===== config.mk =====
export PLATFORM = sky130hd
export DESIGN_NAME = ccpu_unit
export DESIGN_NICKNAME = d
export VERILOG_FILES = /design/src/shared/ccpu_pkg.sv /design/src/shared/ccpu_chan_if.sv /design/src/design/ccpu_unit.sv /design/src/design/ccpu_cap_evt.sv /design/src/design/ccpu_cmp_pin.sv
export SDC_FILE = /design/constraint.sdc
export NUM_CORES = 1
export LEC_CHECK = 0
export ABC_AREA = 1
export ABC_CLOCK_PERIOD_IN_PS = 6200
export BUFFER_PORTS_ARGS = -buffer_cell sky130_fd_sc_hd__buf_4
export CAP_MARGIN = 20
export CORE_MARGIN = 8
export CORE_UTILIZATION = 35
export DETAILED_ROUTE_END_ITERATION = 12
export PLACE_DENSITY_LB_ADDON = 0.15
export SYNTH_ARGS = -nofsm -noshare
export SYNTH_HDL_FRONTEND = slang
export SYNTH_SLANG_ARGS = --single-unit

===== constraint.sdc =====
create_clock -name clk_sys -period 6.2 [get_ports clk_sys]
set_clock_uncertainty 0.15 [all_clocks]
set_input_delay 0.31 -clock clk_sys [delete_from_list [all_inputs] [get_ports clk_sys]]
set_output_delay 0.31 -clock clk_sys [all_outputs]
set_load 0.05 [all_outputs]

===== src/shared/ccpu_pkg.sv =====
// Constants, mode codes and decode helpers of the capture/compare unit.
// Assumes one byte-wide register port and four channels.
package ccpu_pkg;

  localparam int         CCPU_NCH     = 4;     // Number of channels.
  localparam int         CCPU_AW      = 4;     // Register address width.
  localparam int         CCPU_TW      = 16;    // Timer and data width.
  localparam int         CCPU_PSW     = 4;     // Prescale counter width.
  localparam logic [1:0] CCPU_G_CTL   = 2'h0;  // Control group, addr 0-3.
  localparam logic [1:0] CCPU_G_DLO   = 2'h1;  // Data low group, addr 4-7.
  localparam logic [1:0] CCPU_G_DHI   = 2'h2;  // Data high group, addr 8-B.
  localparam logic [3:0] CCPU_A_TSEL  = 4'hC;  // Timer-select register.
  localparam logic [3:0] CCPU_A_CANC  = 4'hD;  // CAN time-stamp select.
  localparam logic [3:0] CCPU_A_FLAG  = 4'hE;  // Interrupt flags, W1C.
  localparam logic [5:0] CCPU_CTL_RST = 6'h00; // Control reset value.
  localparam logic [4:0] CCPU_TSEL_RST = 5'h00; // Timer-select reset.
  localparam int         CCPU_DUTY_LSB = 4;    // Duty low bits position.
  localparam logic [3:0] CCPU_PS4_LAST  = 4'h3; // Last count, every 4th.
  localparam logic [3:0] CCPU_PS16_LAST = 4'hF; // Last count, every 16th.

  // Mode field codes.
  typedef enum logic [3:0] {
    CCPU_OFF        = 4'h0, CCPU_CMP_TOGGLE = 4'h2,
    CCPU_CAP_FALL   = 4'h4, CCPU_CAP_RISE   = 4'h5,
    CCPU_CAP_4TH    = 4'h6, CCPU_CAP_16TH   = 4'h7,
    CCPU_CMP_HIGH   = 4'h8, CCPU_CMP_LOW    = 4'h9,
    CCPU_CMP_SOFT   = 4'hA, CCPU_CMP_TRIG   = 4'hB
  } ccpu_mode_type;

  // True for the four capture modes.
  function automatic logic ccpu_is_cap(input logic [3:0] m);
    return m[3:2] == 2'h1;
  endfunction : ccpu_is_cap

  // True for the five compare modes.
  function automatic logic ccpu_is_cmp(input logic [3:0] m);
    return (m == CCPU_CMP_TOGGLE) || (m[3:2] == 2'h2);
  endfunction : ccpu_is_cmp

  // True for any PWM mode.
  function automatic logic ccpu_is_pwm(input logic [3:0] m);
    return m[3:2] == 2'h3;
  endfunction : ccpu_is_pwm

endpackage : ccpu_pkg


===== src/shared/ccpu_chan_if.sv =====
// Per-channel bundle between the unit top and its two helper modules.
// Assumes the top drives mode and event inputs on the system clock.
`timescale 1ns/1ps
`default_nettype none
interface ccpu_chan_if;
  logic [3:0] mode;         // Current mode field.
  logic [3:0] new_mode;     // Mode being written this cycle.
  logic       mode_entered; // Control register written this cycle.
  logic       pin_in;       // Sampled input pin.
  logic       can_sel;      // Received message replaces the pin.
  logic       can_event;    // One-cycle message received pulse.
  logic       capture;      // Capture event this cycle.
  logic       match_hit;    // Rising compare match this cycle.
  logic       port_latch;   // Ordinary port latch level.
  logic       pin_out;      // Output pin level.
  logic       pin_oe;       // Output pin enable.
  modport evt (input mode, pin_in, can_sel, can_event, output capture);
  modport cmp (input mode, new_mode, mode_entered, match_hit, port_latch,
               output pin_out, pin_oe);
endinterface : ccpu_chan_if
`default_nettype wire


===== src/design/ccpu_unit.sv =====
// Four-channel capture/compare/PWM unit with its byte register port.
// Assumes free-running timers and pins synchronous to clk_sys.
`timescale 1ns/1ps
`default_nettype none
module ccpu_unit (
  input  wire logic                                 clk_sys,
  input  wire logic                                 rst_n,
  input  wire logic [ccpu_pkg::CCPU_AW-1:0]         reg_addr,
  input  wire logic [7:0]                           reg_wdata,
  input  wire logic                                 reg_wr,
  input  wire logic                                 reg_rd,
  output logic      [7:0]                           reg_rdata,
  input  wire logic [ccpu_pkg::CCPU_TW-1:0]         timer_one_cnt,
  input  wire logic [ccpu_pkg::CCPU_TW-1:0]         timer_three_cnt,
  output logic                                      timer_one_reset,
  output logic                                      timer_three_reset,
  input  wire logic [ccpu_pkg::CCPU_NCH-1:0]        chan_pin_in,
  input  wire logic [ccpu_pkg::CCPU_NCH-1:0]        port_latch,
  output logic      [ccpu_pkg::CCPU_NCH-1:0]        chan_pin_out,
  output logic      [ccpu_pkg::CCPU_NCH-1:0]        chan_pin_oe,
  input  wire logic                                 can_msg_rx,
  output logic      [ccpu_pkg::CCPU_NCH-1:0]        channel_interrupt_flag,
  output logic      [ccpu_pkg::CCPU_NCH-1:0]        pwm_active,
  output logic      [10*ccpu_pkg::CCPU_NCH-1:0]     pwm_duty
);
  import ccpu_pkg::*;

  // Register storage.
  logic [5:0]         ctl_r [CCPU_NCH];  // Duty low bits and mode field.
  logic [CCPU_TW-1:0] data_r [CCPU_NCH]; // Data register, no reset.
  logic [4:0]         tsel_r;            // Timer-select bits.
  logic               can_ts_r;          // CAN time-stamp select.
  logic [CCPU_NCH-1:0] flag_r;           // Sticky channel flags.
  logic [7:0]         rdata_r;           // Registered read data.
  logic               t1_rst_r;          // Timer one reset pulse.
  logic               t3_rst_r;          // Timer three reset pulse.
  logic [CCPU_NCH-1:0] match_prev_r;     // Match seen last cycle.
  logic [9:0]         duty_r [CCPU_NCH]; // Duty handed to PWM logic.
  logic [CCPU_NCH-1:0] pwm_r;            // PWM active per channel.

  // Per-channel combinational terms and the read mux.
  logic [CCPU_TW-1:0] timer_val [CCPU_NCH]; // Selected timer count.
  logic [CCPU_NCH-1:0] capture;             // Capture this cycle.
  logic [CCPU_NCH-1:0] match_raw;           // Data equals timer.
  logic [CCPU_NCH-1:0] match_hit;           // Rising edge of match.
  logic [CCPU_NCH-1:0] trig;                // Timer reset request.
  logic [CCPU_NCH-1:0] ctl_we;              // Control byte write.
  logic [CCPU_NCH-1:0] dlo_we;              // Data low byte write.
  logic [CCPU_NCH-1:0] dhi_we;              // Data high byte write.
  logic [CCPU_NCH-1:0] flag_clr;            // Software flag clear.
  logic [7:0]          rd_mux;              // Read data before register.

  // Decode a per-channel byte write in the given group.
  function automatic logic [CCPU_NCH-1:0] grp_we(input logic [1:0] g);
    logic [CCPU_NCH-1:0] v;
    v = '0;
    if (reg_wr && reg_addr[3:2] == g) begin
      v[reg_addr[1:0]] = 1'b1;
    end
    return v;
  endfunction : grp_we

  // Write strobes for the channel bytes and the flag clear.
  always_comb begin
    ctl_we   = grp_we(CCPU_G_CTL);
    dlo_we   = grp_we(CCPU_G_DLO);
    dhi_we   = grp_we(CCPU_G_DHI);
    flag_clr = (reg_wr && reg_addr == CCPU_A_FLAG) ?
               reg_wdata[CCPU_NCH-1:0] : '0;
  end

  // Build the four channels from one template.
  for (genvar i = 0; i < CCPU_NCH; i++) begin : g_chan
    ccpu_chan_if u_if ();

    // Timer pair chosen by this channel's select bit.
    assign timer_val[i] = tsel_r[i+1] ? timer_three_cnt
                                      : timer_one_cnt;

    // Compare only in compare modes, acting on the match edge.
    assign match_raw[i] = ccpu_is_cmp(ctl_r[i][3:0]) &&
                          (data_r[i] == timer_val[i]);
    assign match_hit[i] = match_raw[i] & ~match_prev_r[i];
    assign trig[i]      = match_hit[i] &&
                          (ctl_r[i][3:0] == CCPU_CMP_TRIG);

    // Feed the helper modules.
    assign u_if.mode         = ctl_r[i][3:0];
    assign u_if.new_mode     = reg_wdata[3:0];
    assign u_if.mode_entered = ctl_we[i];
    assign u_if.pin_in       = chan_pin_in[i];
    assign u_if.can_sel      = (i == 0) ? can_ts_r : 1'b0;
    assign u_if.can_event    = can_msg_rx;
    assign u_if.match_hit    = match_hit[i];
    assign u_if.port_latch   = port_latch[i];
    assign capture[i]        = u_if.capture;
    assign chan_pin_out[i]   = u_if.pin_out;
    assign chan_pin_oe[i]    = u_if.pin_oe;

    ccpu_cap_evt u_evt (
      .clk_sys (clk_sys),
      .rst_n   (rst_n),
      .ch      (u_if)
    );

    ccpu_cmp_pin u_cmp (
      .clk_sys (clk_sys),
      .rst_n   (rst_n),
      .ch      (u_if)
    );

    // Data halves: a capture wins over a software byte write.
    always_ff @(posedge clk_sys) begin
      if (capture[i]) begin
        data_r[i] <= timer_val[i];
      end else begin
        if (dlo_we[i]) begin
          data_r[i][7:0] <= reg_wdata;
        end
        if (dhi_we[i]) begin
          data_r[i][15:8] <= reg_wdata;
        end
      end
    end

    // Control byte; only the low six bits exist.
    always_ff @(posedge clk_sys or negedge rst_n) begin
      if (!rst_n) begin
        ctl_r[i] <= CCPU_CTL_RST;
      end else if (ctl_we[i]) begin
        ctl_r[i] <= reg_wdata[5:0];
      end
    end

    // Duty goes out only in PWM; otherwise the low bits are ignored.
    always_ff @(posedge clk_sys or negedge rst_n) begin
      if (!rst_n) begin
        duty_r[i] <= 10'h000;
        pwm_r[i]  <= 1'b0;
      end else if (ccpu_is_pwm(ctl_r[i][3:0])) begin
        duty_r[i] <= {data_r[i][7:0],
                      ctl_r[i][CCPU_DUTY_LSB +: 2]};
        pwm_r[i]  <= 1'b1;
      end else begin
        duty_r[i] <= 10'h000;
        pwm_r[i]  <= 1'b0;
      end
    end

    assign pwm_duty[10*i +: 10] = duty_r[i];

    // A capture stores the timer and raises the flag.
    a_cap_loads:
      assert property (@(posedge clk_sys) disable iff (!rst_n)
        capture[i] |=> data_r[i] == $past(timer_val[i]) && flag_r[i])
      else $error("Capture did not store timer and flag.");

    // PWM duty is data low byte above control bits 5-4.
    a_pwm_duty:
      assert property (@(posedge clk_sys) disable iff (!rst_n)
        ccpu_is_pwm(ctl_r[i][3:0]) |=>
        duty_r[i] == {$past(data_r[i][7:0]), $past(ctl_r[i][5:4])})
      else $error("PWM duty not formed from data and control.");

    // Disabled or reserved modes never raise a flag.
    a_off_quiet:
      assert property (@(posedge clk_sys) disable iff (!rst_n)
        !flag_r[i] && !ccpu_is_cap(ctl_r[i][3:0])
        && !ccpu_is_cmp(ctl_r[i][3:0]) |=> !flag_r[i])
      else $error("Flag set while channel disabled.");

    // Outside PWM the duty output stays zero.
    a_duty_off:
      assert property (@(posedge clk_sys) disable iff (!rst_n)
        !ccpu_is_pwm(ctl_r[i][3:0]) |=> duty_r[i] == 10'h000 && !pwm_r[i])
      else $error("Duty driven outside PWM.");

    // A trigger match on timer one pulses its reset for one cycle.
    a_trig_reset:
      assert property (@(posedge clk_sys) disable iff (!rst_n)
        trig[i] && !tsel_r[i+1] |=> timer_one_reset ##1
        (!timer_one_reset || $past(|trig)))
      else $error("Trigger match did not pulse timer one reset.");

    // A trigger match on timer three pulses its reset.
    a_trig_three:
      assert property (@(posedge clk_sys) disable iff (!rst_n)
        trig[i] && tsel_r[i+1] |=> timer_three_reset)
      else $error("Trigger match did not pulse timer three reset.");

    // A compare match raises the flag.
    a_match_flag:
      assert property (@(posedge clk_sys) disable iff (!rst_n)
        match_hit[i] |=> flag_r[i])
      else $error("Compare match did not raise the flag.");

    // A low byte write lands unless a capture takes the cycle.
    a_wr_low:
      assert property (@(posedge clk_sys) disable iff (!rst_n)
        dlo_we[i] && !capture[i] |=> data_r[i][7:0] == $past(reg_wdata))
      else $error("Data low byte write lost.");

    // A flag stays set until software clears it.
    a_flag_hold:
      assert property (@(posedge clk_sys) disable iff (!rst_n)
        flag_r[i] && !flag_clr[i] |=> flag_r[i])
      else $error("Flag dropped without a clear.");
  end

  assign pwm_active = pwm_r;

  // Timer select register; bits above four do not exist.
  always_ff @(posedge clk_sys or negedge rst_n) begin
    if (!rst_n) begin
      tsel_r <= CCPU_TSEL_RST;
    end else if (reg_wr && reg_addr == CCPU_A_TSEL) begin
      tsel_r <= reg_wdata[4:0];
    end
  end

  // CAN time-stamp select bit.
  always_ff @(posedge clk_sys or negedge rst_n) begin
    if (!rst_n) begin
      can_ts_r <= 1'b0;
    end else if (reg_wr && reg_addr == CCPU_A_CANC) begin
      can_ts_r <= reg_wdata[0];
    end
  end

  // Sticky flags: a new event wins over a clear in the same cycle.
  always_ff @(posedge clk_sys or negedge rst_n) begin
    if (!rst_n) begin
      flag_r <= '0;
    end else begin
      flag_r <= (flag_r & ~flag_clr) | capture | match_hit;
    end
  end

  // Match history so a held equality acts only once.
  always_ff @(posedge clk_sys or negedge rst_n) begin
    if (!rst_n) begin
      match_prev_r <= '0;
    end else begin
      match_prev_r <= match_raw;
    end
  end

  // One-cycle timer reset pulses on a trigger-mode match.
  always_ff @(posedge clk_sys or negedge rst_n) begin
    if (!rst_n) begin
      t1_rst_r <= 1'b0;
      t3_rst_r <= 1'b0;
    end else begin
      t1_rst_r <= |(trig & ~tsel_r[4:1]);
      t3_rst_r <= |(trig & tsel_r[4:1]);
    end
  end

  assign timer_one_reset   = t1_rst_r;
  assign timer_three_reset = t3_rst_r;
  assign channel_interrupt_flag = flag_r;

  // Select the byte being read; unmapped addresses read zero.
  always_comb begin
    rd_mux = 8'h00;
    case (reg_addr[3:2])
      CCPU_G_CTL: rd_mux = {2'b00, ctl_r[reg_addr[1:0]]};
      CCPU_G_DLO: rd_mux = data_r[reg_addr[1:0]][7:0];
      CCPU_G_DHI: rd_mux = data_r[reg_addr[1:0]][15:8];
      default: begin
        if (reg_addr == CCPU_A_TSEL) begin
          rd_mux = {3'b000, tsel_r};
        end else if (reg_addr == CCPU_A_CANC) begin
          rd_mux = {7'h00, can_ts_r};
        end else if (reg_addr == CCPU_A_FLAG) begin
          rd_mux = {4'h0, flag_r};
        end else begin
          rd_mux = 8'h00;
        end
      end
    endcase
  end

  // Read data stands only in the cycle after the strobe.
  always_ff @(posedge clk_sys or negedge rst_n) begin
    if (!rst_n) begin
      rdata_r <= 8'h00;
    end else begin
      rdata_r <= reg_rd ? rd_mux : 8'h00;
    end
  end

  assign reg_rdata = rdata_r;

  // Control reads show zero in the two unused top bits.
  a_ctl_rsvd:
    assert property (@(posedge clk_sys) disable iff (!rst_n)
      reg_rd && reg_addr[3:2] == CCPU_G_CTL |=> reg_rdata[7:6] == 2'b00)
    else $error("Control read shows unused bits set.");

  // Without a read strobe the read data return to zero.
  a_rd_idle:
    assert property (@(posedge clk_sys) disable iff (!rst_n)
      !reg_rd |=> reg_rdata == 8'h00)
    else $error("Read data stood without a read.");

  // Select bits above four always read as zero.
  a_tsel_rsvd:
    assert property (@(posedge clk_sys) disable iff (!rst_n)
      reg_rd && reg_addr == CCPU_A_TSEL |=> reg_rdata[7:5] == 3'b000
      && reg_rdata[4:0] == $past(tsel_r))
    else $error("Timer select read back wrong.");

  // A control write shows in the mode field one cycle later.
  a_mode_next:
    assert property (@(posedge clk_sys) disable iff (!rst_n)
      ctl_we[1] |=> ctl_r[1] == $past(reg_wdata[5:0]))
    else $error("Control write not taken next cycle.");

endmodule : ccpu_unit
`default_nettype wire


===== src/design/ccpu_cap_evt.sv =====
// Capture event detector with edge select and prescaler for one channel.
// Assumes the pin is synchronous to clk_sys.
`timescale 1ns/1ps
`default_nettype none
module ccpu_cap_evt (
  input wire logic  clk_sys,
  input wire logic  rst_n,
  ccpu_chan_if.evt  ch
);
  import ccpu_pkg::*;

  logic                pin_prev_r; // Pin level one cycle ago.
  logic [CCPU_PSW-1:0] ps_r;       // Prescale counter.
  logic                src;        // Qualifying edge or message.
  logic                qual;       // Source event in a capture mode.

  // Pick the event source; a message overrides the pin when selected.
  always_comb begin
    if (ch.can_sel) begin
      src = ch.can_event;
    end else if (ch.mode == CCPU_CAP_FALL) begin
      src = pin_prev_r & ~ch.pin_in;
    end else begin
      src = ~pin_prev_r & ch.pin_in;
    end
    qual = ccpu_is_cap(ch.mode) & src;
  end

  // Remember the pin for edge detection.
  always_ff @(posedge clk_sys or negedge rst_n) begin
    if (!rst_n) begin
      pin_prev_r <= 1'b0;
    end else begin
      pin_prev_r <= ch.pin_in;
    end
  end

  // Count qualifying events; cleared outside capture modes.
  always_ff @(posedge clk_sys or negedge rst_n) begin
    if (!rst_n) begin
      ps_r <= '0;
    end else if (!ccpu_is_cap(ch.mode)) begin
      ps_r <= '0;
    end else if (qual) begin
      ps_r <= ps_r + 1'b1;
    end
  end

  // Fire on every event, every 4th or every 16th.
  assign ch.capture = qual &
    ((ch.mode == CCPU_CAP_4TH)  ? (ps_r[1:0] == CCPU_PS4_LAST[1:0]) :
     (ch.mode == CCPU_CAP_16TH) ? (ps_r == CCPU_PS16_LAST) : 1'b1);

  // Nothing is captured outside a capture mode.
  a_no_cap_off:
    assert property (@(posedge clk_sys) disable iff (!rst_n)
      !ccpu_is_cap(ch.mode) |-> !ch.capture)
    else $error("Capture fired outside a capture mode.");

  // The prescaler is empty one cycle after leaving capture.
  a_ps_cleared:
    assert property (@(posedge clk_sys) disable iff (!rst_n)
      !ccpu_is_cap(ch.mode) |=> ps_r == '0)
    else $error("Prescaler not cleared outside capture.");

endmodule : ccpu_cap_evt
`default_nettype wire


===== src/design/ccpu_cmp_pin.sv =====
// Compare output pin latch of one channel.
// Assumes match_hit is a one-cycle pulse on a rising compare match.
`timescale 1ns/1ps
`default_nettype none
module ccpu_cmp_pin (
  input wire logic  clk_sys,
  input wire logic  rst_n,
  ccpu_chan_if.cmp  ch
);
  import ccpu_pkg::*;

  logic pin_r; // Output latch.
  logic oe_r;  // Output enable.

  // Initialise on a mode write, otherwise act on matches.
  always_ff @(posedge clk_sys or negedge rst_n) begin
    if (!rst_n) begin
      pin_r <= 1'b0;
      oe_r  <= 1'b0;
    end else if (ch.mode_entered) begin
      oe_r <= ccpu_is_cmp(ch.new_mode) | ccpu_is_pwm(ch.new_mode);
      case (ch.new_mode)
        CCPU_CMP_HIGH: pin_r <= 1'b0;
        CCPU_CMP_LOW:  pin_r <= 1'b1;
        CCPU_OFF:      pin_r <= 1'b0;
        default:       pin_r <= pin_r;
      endcase
    end else begin
      case (ch.mode)
        CCPU_OFF:        pin_r <= 1'b0;
        CCPU_CMP_TOGGLE: pin_r <= pin_r ^ ch.match_hit;
        CCPU_CMP_HIGH:   pin_r <= pin_r | ch.match_hit;
        CCPU_CMP_LOW:    pin_r <= pin_r & ~ch.match_hit;
        CCPU_CMP_SOFT:   pin_r <= ch.port_latch;
        default:         pin_r <= pin_r;
      endcase
    end
  end

  assign ch.pin_out = pin_r;
  assign ch.pin_oe  = oe_r;

  // A match in toggle mode inverts the pin.
  a_toggle_match:
    assert property (@(posedge clk_sys) disable iff (!rst_n)
      ch.mode == CCPU_CMP_TOGGLE && ch.match_hit && !ch.mode_entered
      |=> pin_r != $past(pin_r))
    else $error("Toggle mode did not invert the pin.");

  // Entering the force-high mode starts the pin low.
  a_force_high:
    assert property (@(posedge clk_sys) disable iff (!rst_n)
      ch.mode_entered && ch.new_mode == CCPU_CMP_HIGH |=> !pin_r)
    else $error("Force-high mode did not start low.");

  // A match in force-high mode raises the pin.
  a_high_match:
    assert property (@(posedge clk_sys) disable iff (!rst_n)
      ch.mode == CCPU_CMP_HIGH && ch.match_hit && !ch.mode_entered
      |=> pin_r)
    else $error("Force-high match did not raise the pin.");

endmodule : ccpu_cmp_pin
`default_nettype wire


# Word level (Yosys, flattened, before mapping)
# Memories as Yosys holds them, arrays and structs flattened.
# Cells that the tools add are included.
[totals]
in_bits = 57
word_cells = 315
mem_count = 1
mem_bits_rw = 64
register_bits = 120
[memory_table]
columns = ["name", "depth", "word_bits", "read_ports", "rd_ports_with_merged_regs", "write_ports", "line_no", "source"]
rows = [
  ["data_r", 4, 16, 5, 0, 4, "ccpu_unit.sv:30", "logic [CCPU_TW-1:0] data_r [CCPU_NCH];"],
]
[classes]
n_lt_le_gt_ge = 3
bitwise = 65
reduce_logical = 37
mux = 96
add_sub_neg = 4
n_eq_ne = 74
[ops]
columns = ["cell", "n"]
rows = [
  ["equality test 4 bit (second input constant)", 25],
  ["two-way mux 8 bit", 9],
  ["equality test 16 bit", 4],
  ["two-way mux 16 bit", 4],
  ["two-way mux 4 bit", 14],
  ["two-way mux 1 bit", 54],
  ["equality test 4 x 3 -> 1 bit (second input constant)", 12],
  ["two-way mux 10 bit", 4],
  ["equality test 2 bit (second input constant)", 15],
  ["AND 1 bit", 24],
  ["case mux 8 bit (3 select lines)", 1],
  ["nonzero test 6 bit", 4],
  ["equality test 4 x 2 -> 1 bit (second input constant)", 5],
  ["logical NOT 4 bit", 5],
  ["case mux 1 bit (5 select lines)", 4],
  ["adder 4 x 1 -> 4 bit (second input constant)", 4],
  ["NOT 1 bit", 16],
  ["logical AND 1 bit", 15],
  ["bitwise OR 1 bit", 13],
  ["AND 4 bit", 3],
  ["binary-select mux 6 bit (select 2 bit)", 1],
  ["two-way mux 6 bit", 2],
  ["inequality test 3 x 2 -> 1 bit (second input constant)", 4],
  ["equality test 2 x 1 -> 1 bit (second input constant)", 5],
  ["other kinds (16)", 32],
]

# Logic depth before layout (Yosys ltp)
# Gate-level depths: netlist (run 1).
[depth]
ltp_word = 9
mapped_depth = 19

# By module
# A second synthesis (run 1) with hierarchy kept.
[unflattened]
cells_unflattened = 1549
hier_area_um2 = 11312.1
[modules_own_cells]
columns = ["module", "cells_each", "area_each_um2", "instances"]
rows = [
  ["ccpu_unit", 1177, 8824.7, 1],
  ["ccpu_cap_evt", 51, 376.6, 4],
  ["ccpu_cmp_pin", 42, 245.2, 4],
]

# Worst setup path before layout (run 1)
# No wires, ideal clock.
[synth_path]
kind = "register to register"
from = "reg tsel_r[4]"
to = "reg g_chan[3].u_cmp.pin_r"
path_stages_with_launch = 16
required_ps = 5911
setup_time_ps = 139
path_slack_ps = 3749
period_less_slack_ps = 2451
path_buffers = 2
arrival_time_ps = 2162
cell_sequence = "dfrtp_1 > buf_2 > buf_4 > nand2_1 > o21ai_0 > nand2_1 > nand2_1 > nor2_1 > nand3_1 > nor2_2 > nand2_1 > ha_1 > nand2_1 > a21oi_1 > a2111oi_0 > a21oi_1"
[synth_via]
elab_chain_len = 8
elab_cells_between_ends = 10
[synth_lines]
columns = ["item", "line_no", "source"]
rows = [
  ["from (decl)", "ccpu_unit.sv:31", "logic [4:0] tsel_r;"],
  ["from (signal assigned)", "ccpu_unit.sv:217", "tsel_r <= reg_wdata[4:0];"],
  ["two-way mux 16 bit *", "ccpu_unit.sv:77", "assign timer_val[i] = tsel_r[i+1] ? timer_three_cnt"],
  ["equality test 16 bit *", "ccpu_unit.sv:82", "(data_r[i] == timer_val[i]);"],
  ["logical AND 1 bit *", "ccpu_unit.sv:81", "assign match_raw[i] = ccpu_is_cmp(ctl_r[i][3:0]) &&"],
  ["via match_raw[3]", "ccpu_unit.sv:44", "logic [CCPU_NCH-1:0] match_raw;"],
  ["AND 1 bit *", "ccpu_unit.sv:83", "assign match_hit[i] = match_raw[i] & ~match_prev_r[i];"],
  ["NOT 1 bit", "ccpu_cmp_pin.sv:33", "CCPU_CMP_LOW: pin_r <= pin_r & ~ch.match_hit;"],
  ["AND 1 bit", "ccpu_cmp_pin.sv:33", ""],
  ["case mux 1 bit (5 select lines) *", "ccpu_cmp_pin.sv:29", "case (ch.mode)"],
  ["two-way mux 1 bit *", "ccpu_cmp_pin.sv:20", "end else if (ch.mode_entered) begin"],
  ["to (signal assigned)", "ccpu_cmp_pin.sv:31", "CCPU_CMP_TOGGLE: pin_r <= pin_r ^ ch.match_hit;"],
  ["to (signal assigned)", "ccpu_cmp_pin.sv:33", ""],
  ["to (signal assigned)", "ccpu_cmp_pin.sv:34", "CCPU_CMP_SOFT: pin_r <= ch.port_latch;"],
  ["to (decl)", "ccpu_cmp_pin.sv:12", "logic pin_r;"],
]
# The timed path passes the listed nets; every way through them passes the cells marked *.
# A chain may end at the register's enable or synchronous reset.

# Worst setup path after layout (run 1)
[layout_path]
from = "reg tsel_r[1]"
to = "reg g_chan[0].u_cmp.pin_r"
[layout_via]
elab_chain_len = 8
elab_cells_between_ends = 10
[layout_lines]
columns = ["item", "line_no"]
rows = [
  ["two-way mux 16 bit *", "ccpu_unit.sv:77"],
  ["equality test 16 bit *", "ccpu_unit.sv:82"],
  ["logical AND 1 bit *", "ccpu_unit.sv:81"],
  ["via match_raw[0]", "ccpu_unit.sv:44"],
  ["AND 1 bit *", "ccpu_unit.sv:83"],
  ["NOT 1 bit", "ccpu_cmp_pin.sv:33"],
  ["AND 1 bit", "ccpu_cmp_pin.sv:33"],
  ["case mux 1 bit (5 select lines) *", "ccpu_cmp_pin.sv:29"],
  ["two-way mux 1 bit *", "ccpu_cmp_pin.sv:20"],
  ["to (signal assigned)", "ccpu_cmp_pin.sv:31"],
  ["to (signal assigned)", "ccpu_cmp_pin.sv:33"],
  ["to (signal assigned)", "ccpu_cmp_pin.sv:34"],
  ["to (decl)", "ccpu_cmp_pin.sv:12"],
]
# Marked as above.

==> metrics, run 1 <==
Async SR Flop Fraction=0.652; CTS Buf Count=17; Post-Syn Area=10800 µm²; Clock Root Buffer=clkbuf_16; MaxCap Viol Count=0; gr ovfl total=0; share of layout cells above drive strength 1=0.166; vias in the first global route=9752; Final Hold Fails=0; Worst VDD drop=0.000209 V; flops & latches, synth=184; Period minus WS final=3.50 ns; Die H=192 µm; LEAKAGE=6.10 nW; WL final=40100 µm; Worst-path clk slew=0.08 ns; via count=10100; Worst slew margin=0.382; nets=1565; reg-to-reg setup timing slack=2.70 ns; clock buffer depth=2; area leader, netlist=dfrtp_1; Worst setup EP type=register; WS Path Type=reg -> reg; WP data required=6.35 ns; worst slew pin tran=0.926 ns; row count=64; crit share post-route=0.564; Layout Utilization=0.413; Synth cell types=51; setup TNS=0 ns; first-pass GRT wire length=60200 µm; most common cell in the synthesized netlist=nand2_1; Achievable Freq=286 MHz; Most used DFF post-synth=dfrtp_1; status=finished, final reports clean; yosys warns=0; CP Launch Type=register; Final ANT Viol Nets=0; Pins Over Slew Limit=0; area fraction of the dominant cell type after synthesis=0.277; Clock Latency Late Sink=0.45 ns; Routed wire per std cell=21.0 µm; DR vias/cell=5.31; routability cong.=0.949; final setup fails=0; number of fill cells=3198; number of H-tree levels=4; Hold Path Class=in -> reg; synth top area cells=dfrtp_1, edfxtp_1, nand2_1; largest net degree at the start of global routing=69; most frequent cells after synthesis=nand2_1, inv_1, dfrtp_1, o21ai_0, nor2_1; initial antenna violation count=0; Synth Area per Inst=7.81 µm²; pwr dens=313 nW/µm²; # IOs=123; IO buf count=122; CTS sink count=184; Syn Nets=1457; CTS tree=built; Core Region=30600 µm²; first drt pass iteration count=5; die area=36900 µm²; dpl hpwl=30600 µm; initial DRC count=993; crit path DAT=3.65 ns; Die W=192 µm; Area Overhead vs Synth=16.6%; Post-synth EDFFs=64; RSZ-0062 raised after global routing=no; DRC=0; crit path max fanout=28; # diodes=0; Seq/Total Area, Yosys=0.454; starting density of the core=0.355; Total Routing Usage GR=0.219; Syn Inst Count=1388
==> stage by stage <==
stage | total power, mW | hold WS, ns | area (µm²) | instances | setup WS, ns
floorplan | 2.45 | -0.136 | 10800 | 1388 | 3.75
global placement | 2.84 | 0.267 | 12000 | 1862 | 2.83
detailed placement | 2.86 | 0.265 | 12000 | 1864 | 2.81
CTS | 3.98 | 0.00403 | 12600 | 1905 | 2.79
global route | 4.16 | 0.0189 | 12600 | 1905 | 2.43
finish | 3.96 | 0.0199 | 12600 | 1905 | 2.70
==> critical path: stages, from the launching register on <==
cell and delay, ns:
dfrtp_1 0.41, buf_4 0.25, inv_1 0.46, nand2_1 0.14, nand2_1 0.11, nand2_1 0.05, nand2_1 0.11, nand2_1 0.07
nor2_1 0.14, nand3_1 0.09, nor2_1 0.27, nand2_1 0.18, ha_1 0.30, nand2_1 0.07, a21oi_1 0.05, a2111oi_0 0.37
a21oi_1 0.13
==> cell usage in the layout (no fill, tap or decap), drive strengths merged, types with 3 or more instances in the layout <==
cell,count
nand2,443
inv,190
o21ai,168
buf,136
dfrtp,120
nor2,117
nand3,86
edfxtp,64
o22ai,32
a21oi,21
clkbuf,18
nand4,16
ha,12
nor3,11
dlygate4sd3,9
a211oi,8
o221ai,6
o211ai,6
a22oi,5
clkinv,5
xnor2,4
nor4,4
a221oi,3
o2111ai,3
nand3b,3
a2111oi,3
a31oi,3
==> cells by family after synthesis <==
group / after synthesis / share of synthesized area
mux: 2 / 0.00185
xor+xnor: 6 / 0.00485
compound gates: 263 / 0.150
buf+inv: 238 / 0.0997
fa+ha+maj: 12 / 0.0138
simple gates: 683 / 0.276
flops: 184 / 0.454
==> state kept, by name, indices dropped and copies added, names as in the netlist <==
signal                   count
g_chan.u_evt.pin_prev_r      4
match_prev_r                 4
timer_one_reset              1
g_chan.u_evt.ps_r           16
tsel_r                       5
reg_rdata                    8
can_ts_r                     1
pwm_duty                    40
timer_three_reset            1
g_chan.u_cmp.ch.pin_out      4
g_chan.u_cmp.ch.pin_oe       4
data_r                      64
channel_interrupt_flag       4
pwm_active                   4
ctl_r                       24
==> layer usage <==
layer  part of all wire  wire length (µm)  GRT usage
met5                  0                 0          0
met4              0.033              1340     0.0834
met3              0.074              2970     0.0407
met2               0.46             18600      0.350
met1               0.43             17200      0.291
==> repair_timing <==
action | 4_1_cts | 5_1_grt
hold buffers | 9 | 0
gates resized for setup | 0 | 0
endpoints found under the hold margin | 65 | 0
setup endpoints to repair | 0 | 0
buffers inserted | 0 | 0
==> path summary, 6_finish.rpt <==
path | start | endpoint | cells after the start
setup / recovery | tsel_r[1] | g_chan[0].u_cmp.ch.pin_out | 16
setup reg to reg | tsel_r[1] | g_chan[0].u_cmp.ch.pin_out | 16
hold / removal | reg_wdata[2] | ctl_r[8] | 3
min in group asynchronous | rst_n | pwm_duty[21] | 2
hold reg to reg | can_ts_r | can_ts_r | 2
max in group asynchronous | rst_n | g_chan[1].u_evt.ps_r[2] | 3
==> layout make-up <==
class                   count  area (µm²)  share of cell area
repair buffers            145        1110              0.0877
multi-input cells         966        4840               0.383
flip-flops and latches    184        4920               0.390
inverters                 182         688              0.0544
clock inverters            14         146              0.0116
well taps                 396         495              0.0392
clock buffers              18         439              0.0347
==> where the power goes <==
group	internal, mW	total, mW	switching [mW]
Clock	0.551	1.12	0.566
Sequential	1.43	1.58	0.152
Combinational	0.370	1.27	0.896
Total	2.35	3.96	1.61
(Power assumes the default switching activity.)
==> inputs of run 2 (changes only) <==
- ABC_CLOCK_PERIOD_IN_PS: 6200 -> 3000
- clock period: 6.2 -> 3 ns (I/O delays scaled with it)
==> run 2 against run 1 <==
Worst hold slack better by 0.0030 ns. Clock power is 100% higher. Utilization is 1.3 points higher. Worst setup slack worse by 2.5 ns. Critical path depth is 4 lower. First-iteration DRC count is 3.0% lower. Sequential cell count stayed put. Routed wire length is 1.8% higher. Die area stayed put. Highest routed layer unchanged.
==> metrics, run 2 (synthesis gave the netlist of run 1 again) <==
pwr dens=636 nW/µm² (+100%); Period minus WS final=2.80 ns (-0.695 ns); metal3 WL=3080 µm (+3.7%); CP Launch Type=register; worst slew pin tran=0.830 ns (-0.0959 ns); crit path buf inv count=1 (-1); vias in the first global route=9853 (+1.0%); Worst setup EP type=register; LEAKAGE=6.30 nW (+3.2%); largest net degree at the start of global routing=72 (+4.3%); Worst VDD drop=0.000408 V (+95%); M1 WL=17800 µm (+3.5%); Final ANT Viol Nets=0 (unchanged); P_int=4.98 mW (+110%); initial DRC count=963 (-3.0%); clock power share=0.275 (-0.007); routability cong.=0.965 (+1.7%); Clock Root Buffer=clkbuf_16; Net Sw Power=3.32 mW (+110%); DRC=0 (unchanged); met2 WL=18600 µm (about the same); Achievable Freq=357 MHz (+25%); logic gate share of total power=0.337 (+0.017); Worst R2R End=g_chan[2].u_cmp.ch.pin_out; Die H=192 µm (unchanged); Critical Path End=g_chan[2].u_cmp.ch.pin_out; reg-to-reg setup timing slack=0.20 ns (-2.50 ns); CP max stage cell=dfrtp_1; critical path depth in cells=12 (-4); CP delay by family, top=compound AO/OA/AOI/OAI gates; IO buf count=122 (unchanged); gr ovfl total=0 (unchanged); Worst slew margin=0.445 (+0.0628); crit share post-route=0.935 (+0.370); Area Overhead vs Synth=20.3%; Pins Over Slew Limit=0 (unchanged); CTS sink count=184 (unchanged); Core Region=30600 µm² (unchanged); CTS Buf Count=17 (unchanged); Top reg by flops=data_r; WP data required=3.17 ns (-3.18 ns); die area=36900 µm² (unchanged); initial antenna violation count=1 (+1); Hold Path Class=in -> reg; critical-path cell list=buf_12 -> o21ai_0 -> xor2_1 -> nor2_1 -> nand3_1 -> nor2_4 -> nand2_1 -> ha_1 -> nand2_1 -> a21oi_1 -> a2111oi_2 -> a21oi_1; via count=10200 (+0.85%); status=finished, final reports clean; dpl hpwl=31400 µm (+2.5%); reg2reg path depth=12 (-4); Placement Setup Slack=0.0689 ns (-2.75 ns); Final Hold Fails=0 (unchanged); crit path DAT=2.98 ns (-0.67 ns); number of H-tree levels=4 (unchanged); nets=1603 (+2.4%); CTS tree=built; Layout Utilization=0.426 (+0.0132); first-pass GRT wire length=60600 µm (+0.68%); final setup fails=0 (unchanged); Routed wire per std cell=21.0 µm (-0.28%); MaxCap Viol Count=0 (unchanged); Sequential Power Share=0.388 (-0.011); most frequent cells in the layout=nand2_1, inv_1, buf_4; Die W=192 µm (unchanged); top layer in use=met4; Total Routing Usage GR=0.222 (+0.00268); Setup crit start=tsel_r[3]; share of layout cells above drive strength 1=0.184 (+0.0186); first drt pass iteration count=7 (+2); row count=64 (unchanged); worst r2r src=tsel_r[3]; worst hold margin=0.0230 ns (+0.00303 ns); WS Path Type=reg -> reg; Worst-path clk slew=0.08 ns (about the same); Setup Buffers After CTS=0 (unchanged); WL final=40800 µm (+1.8%); Clock Latency Late Sink=0.45 ns (about the same); # IOs=123 (unchanged); worst stage delay on the critical path=0.45 ns (about the same); setup TNS=0 ns (unchanged); starting density of the core=0.355 (unchanged); crit path max fanout=19 (-32%); Final Worst Setup Slack=0.196 ns (-2.50 ns); switching part of the total=0.400 (-0.00734); clock buffer depth=2 (unchanged); most common cell after layout, fill and taps aside=nand2_1; max reg flops=64 (unchanged); DR vias/cell=5.25 (-1.2%)
==> run 2: cell types whose count changed in the layout (fill, tap and decap cells not counted), moves of 3 or more <==
cell           before  now
buf_4             135  159
dlygate4sd3_1       9   19
o21ai_0           110  104
o21ai_1            31   37
buf_12              0    4
inv_4               2    6
a2111oi_0           3    0
dfrtp_1           120  117
dfrtp_2             0    3
nor2_4              2    5
==> run 2: layout make-up <==
class	count	area (µm²)
fillers	3157	17500
multi-input cells	966	4880
inverters	182	693
diodes	1	2.50
well taps	396	495
clock inverters	11	100
repair buffers	183	1480
clock buffers	21	472
flip-flops and latches	184	4930
==> run 2: worst min-delay path by stage <==
stage	from	to	slack, ns	cells past startpoint
2_1_floorplan	rst_n	can_ts_r	-0.30	0
3_3_place_gp	rst_n	g_chan[3].u_evt.ps_r[3]	-0.07	1
3_5_place_dp	rst_n	g_chan[3].u_evt.ps_r[3]	-0.07	1
4_1_cts	port_latch[1]	g_chan[1].u_cmp.ch.pin_out	0.004	5
5_1_grt	timer_three_cnt[14]	data_r[3][14]	0.05	5
6_report	port_latch[1]	g_chan[1].u_cmp.ch.pin_out	0.02	5
==> run 2: what timing repair did <==
item                                    CTS  global route
resized for setup                         0            24
hold buffers                             19             0
hold endpoints to repair                161             0
endpoints found under the setup margin    0             4
==> run 2: stage by stage <==
stage          cell area, µm²  instances  total power, mW
2_1_floorplan           10800       1388             5.07
3_3_place_gp            12200       1892             5.99
3_5_place_dp            12200       1892             6.00
4_1_cts                 13000       1943             8.31
5_1_grt                 13000       1943             8.75
6_report                13000       1944             8.30
==> run 2: per-layer routing <==
metal,GRT usage,vias to the layer above
met5,0,-
met4,0.0805,0
met3,0.0450,74
met2,0.349,421
met1,0.298,4864
li1,-,4843
==> run 2: tightest hold or removal path, cell delays in order <==
cell and delay [ns]:
buf_4 0.09, mux2i_1 0.06, o211ai_1 0.17, a211oi_1 0.05, nor2_1 0.07
==> run 2: power groups by stage <==
stage	combinational (mW)	sequential, mW	clock [mW]
floorplan	1.52	3.55	0
global placement	2.73	3.26	0
detailed placement	2.74	3.26	0
CTS	2.78	3.21	2.33
global route	3.07	3.25	2.43
finish	2.80	3.22	2.28
==> inputs of run 3 (changes only) <==
- SETUP_SLACK_MARGIN: not set -> 0.5
==> run 3 against run 2 <==
Worst hold slack better by 0.0026 ns. Die area unchanged. First-iteration DRC count up 16%. Critical endpoint is now g_chan[0].u_cmp.ch.pin_out. Largest power group is now combinational logic.
==> metrics, run 3 (synthesis gave the netlist of run 1 again) <==
status=finished, final reports clean; DR vias/cell=5.32 (+1.4%); DRC=0 (unchanged); worst r2r src=tsel_r[1]; crit path max fanout=8 (-11); crit path DAT=2.91 ns (-0.07 ns); Final Hold Fails=0 (unchanged); final setup fails=0 (unchanged); routability cong.=0.965 (unchanged); Setup crit start=tsel_r[1]; gr ovfl total=0 (unchanged); reg-to-reg setup timing slack=0.32 ns (+0.13 ns); vias in the first global route=10200 (+3.6%); LEAKAGE=6.88 nW (+9.2%); row count=64 (unchanged); setup TNS=0 ns (unchanged); Pins Over Slew Limit=0 (unchanged); starting density of the core=0.355 (unchanged); via count=10700 (+5.1%); Die W=192 µm (unchanged); Area Overhead vs Synth=33.1%; largest net degree at the start of global routing=72 (unchanged); logic gate share of total power=0.383 (+0.046); dpl hpwl=31400 µm (unchanged); Worst-path clk slew=0.07 ns (about the same); # IOs=123 (unchanged); Core Region=30600 µm² (unchanged); GR Util met2=0.367 (+0.0175); Achievable Freq=373 MHz (+4.7%); crit share post-route=0.893 (-0.0418); reg2reg path depth=14 (+2); nets=1675 (+4.5%); WL final=43000 µm (+5.5%); initial antenna violation count=0 (-1); worst slew pin tran=0.825 ns (-0.00499 ns); Critical Path End=g_chan[0].u_cmp.ch.pin_out; first drt pass iteration count=5 (-2); Worst R2R End=g_chan[0].u_cmp.ch.pin_out; Routed wire per std cell=21.3 µm (+1.7%); M1 GR Usage=0.313 (+0.0148); pwr dens=621 nW/µm² (-2.4%); die area=36900 µm² (unchanged); worst stage delay on the critical path=0.44 ns (about the same); Top reg by flops=data_r; Sequential Power Share=0.362 (-0.026); Clock Latency Late Sink=0.45 ns (about the same); IO buf count=122 (unchanged); RSZ-0062 raised after global routing=yes; number of H-tree levels=4 (unchanged); Die H=192 µm (unchanged); WS Path Type=reg -> reg; initial DRC count=1119 (+16%); clock buffer depth=2 (unchanged); routing usage on met3=0.0394 (-0.00563); P_int=5.36 mW (+7.6%); Worst slew margin=0.448 (+0.00333); clock power share=0.255 (-0.020); Worst setup EP type=register; CTS Buf Count=17 (unchanged); switching part of the total=0.402 (+0.00206); Total Routing Usage GR=0.230 (+0.00843); most frequent cells in the layout=nand2_1, buf_4, inv_1; MaxCap Viol Count=0 (unchanged); most common cell after layout, fill and taps aside=nand2_1; Clock Root Buffer=clkbuf_16; Final ANT Viol Nets=0 (unchanged); Hold Path Class=in -> reg; # diodes=0 (-1); CTS tree=built; Net Sw Power=3.61 mW (+8.5%); CP max stage cell=nor4_1; WP data required=3.23 ns (+0.06 ns); CP Launch Type=register; share of layout cells above drive strength 1=0.296 (+0.112); CTS sink count=184 (unchanged); max reg flops=64 (unchanged); first-pass GRT wire length=63100 µm (+4.1%); critical-path cell list=buf_6 -> buf_12 -> nand2_1 -> o21ai_4 -> nand2_2 -> o21ai_1 -> nor2_2 -> nand3_2 -> nor2_4 -> nand2_4 -> ha_4 -> nor4_1 -> a2111oi_4 -> a21oi_1; global route hottest layer=met2; Period minus WS final=2.68 ns (-0.125 ns); worst hold margin=0.0256 ns (+0.00261 ns); Worst VDD drop=0.000419 V (+2.8%)
==> run 3: changes by cell type in the layout (fill, tap and decap cells not counted), sizes merged <==
cell         delta
buf            +71
clkinv          +3
inv             -2
clkbuf          +1
diode           -1
dlygate4sd3     -1
==> run 3: how the worst min path moves through the flow <==
stage | start | depth (start not counted) | end | slack [ns]
final | timer_one_cnt[6] | 5 | data_r[1][6] | 0.03
after global routing | timer_three_cnt[0] | 5 | data_r[2][0] | 0.03
after CTS | port_latch[1] | 5 | g_chan[1].u_cmp.ch.pin_out | 0.004
after detailed placement | rst_n | 1 | g_chan[3].u_evt.ps_r[3] | -0.07
after global placement | rst_n | 1 | g_chan[3].u_evt.ps_r[3] | -0.07
after floorplan | rst_n | 0 | can_ts_r | -0.30
==> run 3: power by group through the flow <==
stage | Sequential (mW) | Combinational, mW | Clock (mW)
after floorplan | 3.55 | 1.52 | 0
after global placement | 3.26 | 2.73 | 0
after detailed placement | 3.26 | 2.74 | 0
after CTS | 3.22 | 3.11 | 2.33
after global routing | 3.27 | 3.70 | 2.43
final | 3.24 | 3.44 | 2.28
==> run 3: metal layers <==
| layer | wire length (µm) | share of wire | up-vias |
|---|---|---|---|
| li1 | - | - | 4996 |
| met2 | 19900 | 0.46 | 426 |
| met3 | 3110 | 0.072 | 74 |
| met4 | 1220 | 0.028 | 0 |
| met5 | 0 | 0 | - |
| met1 | 18800 | 0.44 | 5231 |
==> run 3: final cells by class <==
| type | count | area, µm² |
|---|---|---|
| Tap cell | 396 | 495 |
| Sequential cell | 184 | 4930 |
| Clock buffer | 21 | 472 |
| Fill cell | 3030 | 16200 |
| Clock inverter | 11 | 100 |
| Inverter | 182 | 718 |
| Timing Repair inverter | 1 | 8.76 |
| Timing Repair Buffer | 254 | 2270 |
| Multi-Input combinational cell | 966 | 5440 |
==> run 3: critical path, delay by kind of cell (launching register included) <==
kind | cells | cell delay, ns
AND/OR/NAND/NOR | 7 | 1.22
flip-flops | 1 | 0.43
AO/OA/AOI/OAI | 4 | 0.37
buffers and inverters | 2 | 0.29
adder cells (fa/ha/maj) | 1 | 0.16
==> run 3: what timing repair did <==
action | CTS | global route
resized for setup | 94 | 128
hold buffers | 18 | 0
setup endpoints to repair | 4 | 27
hold endpoints to repair | 160 | 0
pin swaps | 30 | 44
gates cloned | 6 | 3
buffers inserted | 39 | 25
==> run 3: per-stage QoR <==
stage / power, mW / std cells / area (µm²) / utilization / setup WS, ns
5_1_grt: 9.40 / 2015 / 14400 / 0.472 / 0.227
4_1_cts: 8.67 / 1987 / 13700 / 0.448 / 0.385
2_1_floorplan: 5.07 / 1388 / 10800 / - / 0.549
3_5_place_dp: 6.00 / 1892 / 12200 / 0.400 / 0.0689
6_report: 8.96 / 2015 / 14400 / 0.472 / 0.321
3_3_place_gp: 5.99 / 1892 / 12200 / 0.400 / 0.0695
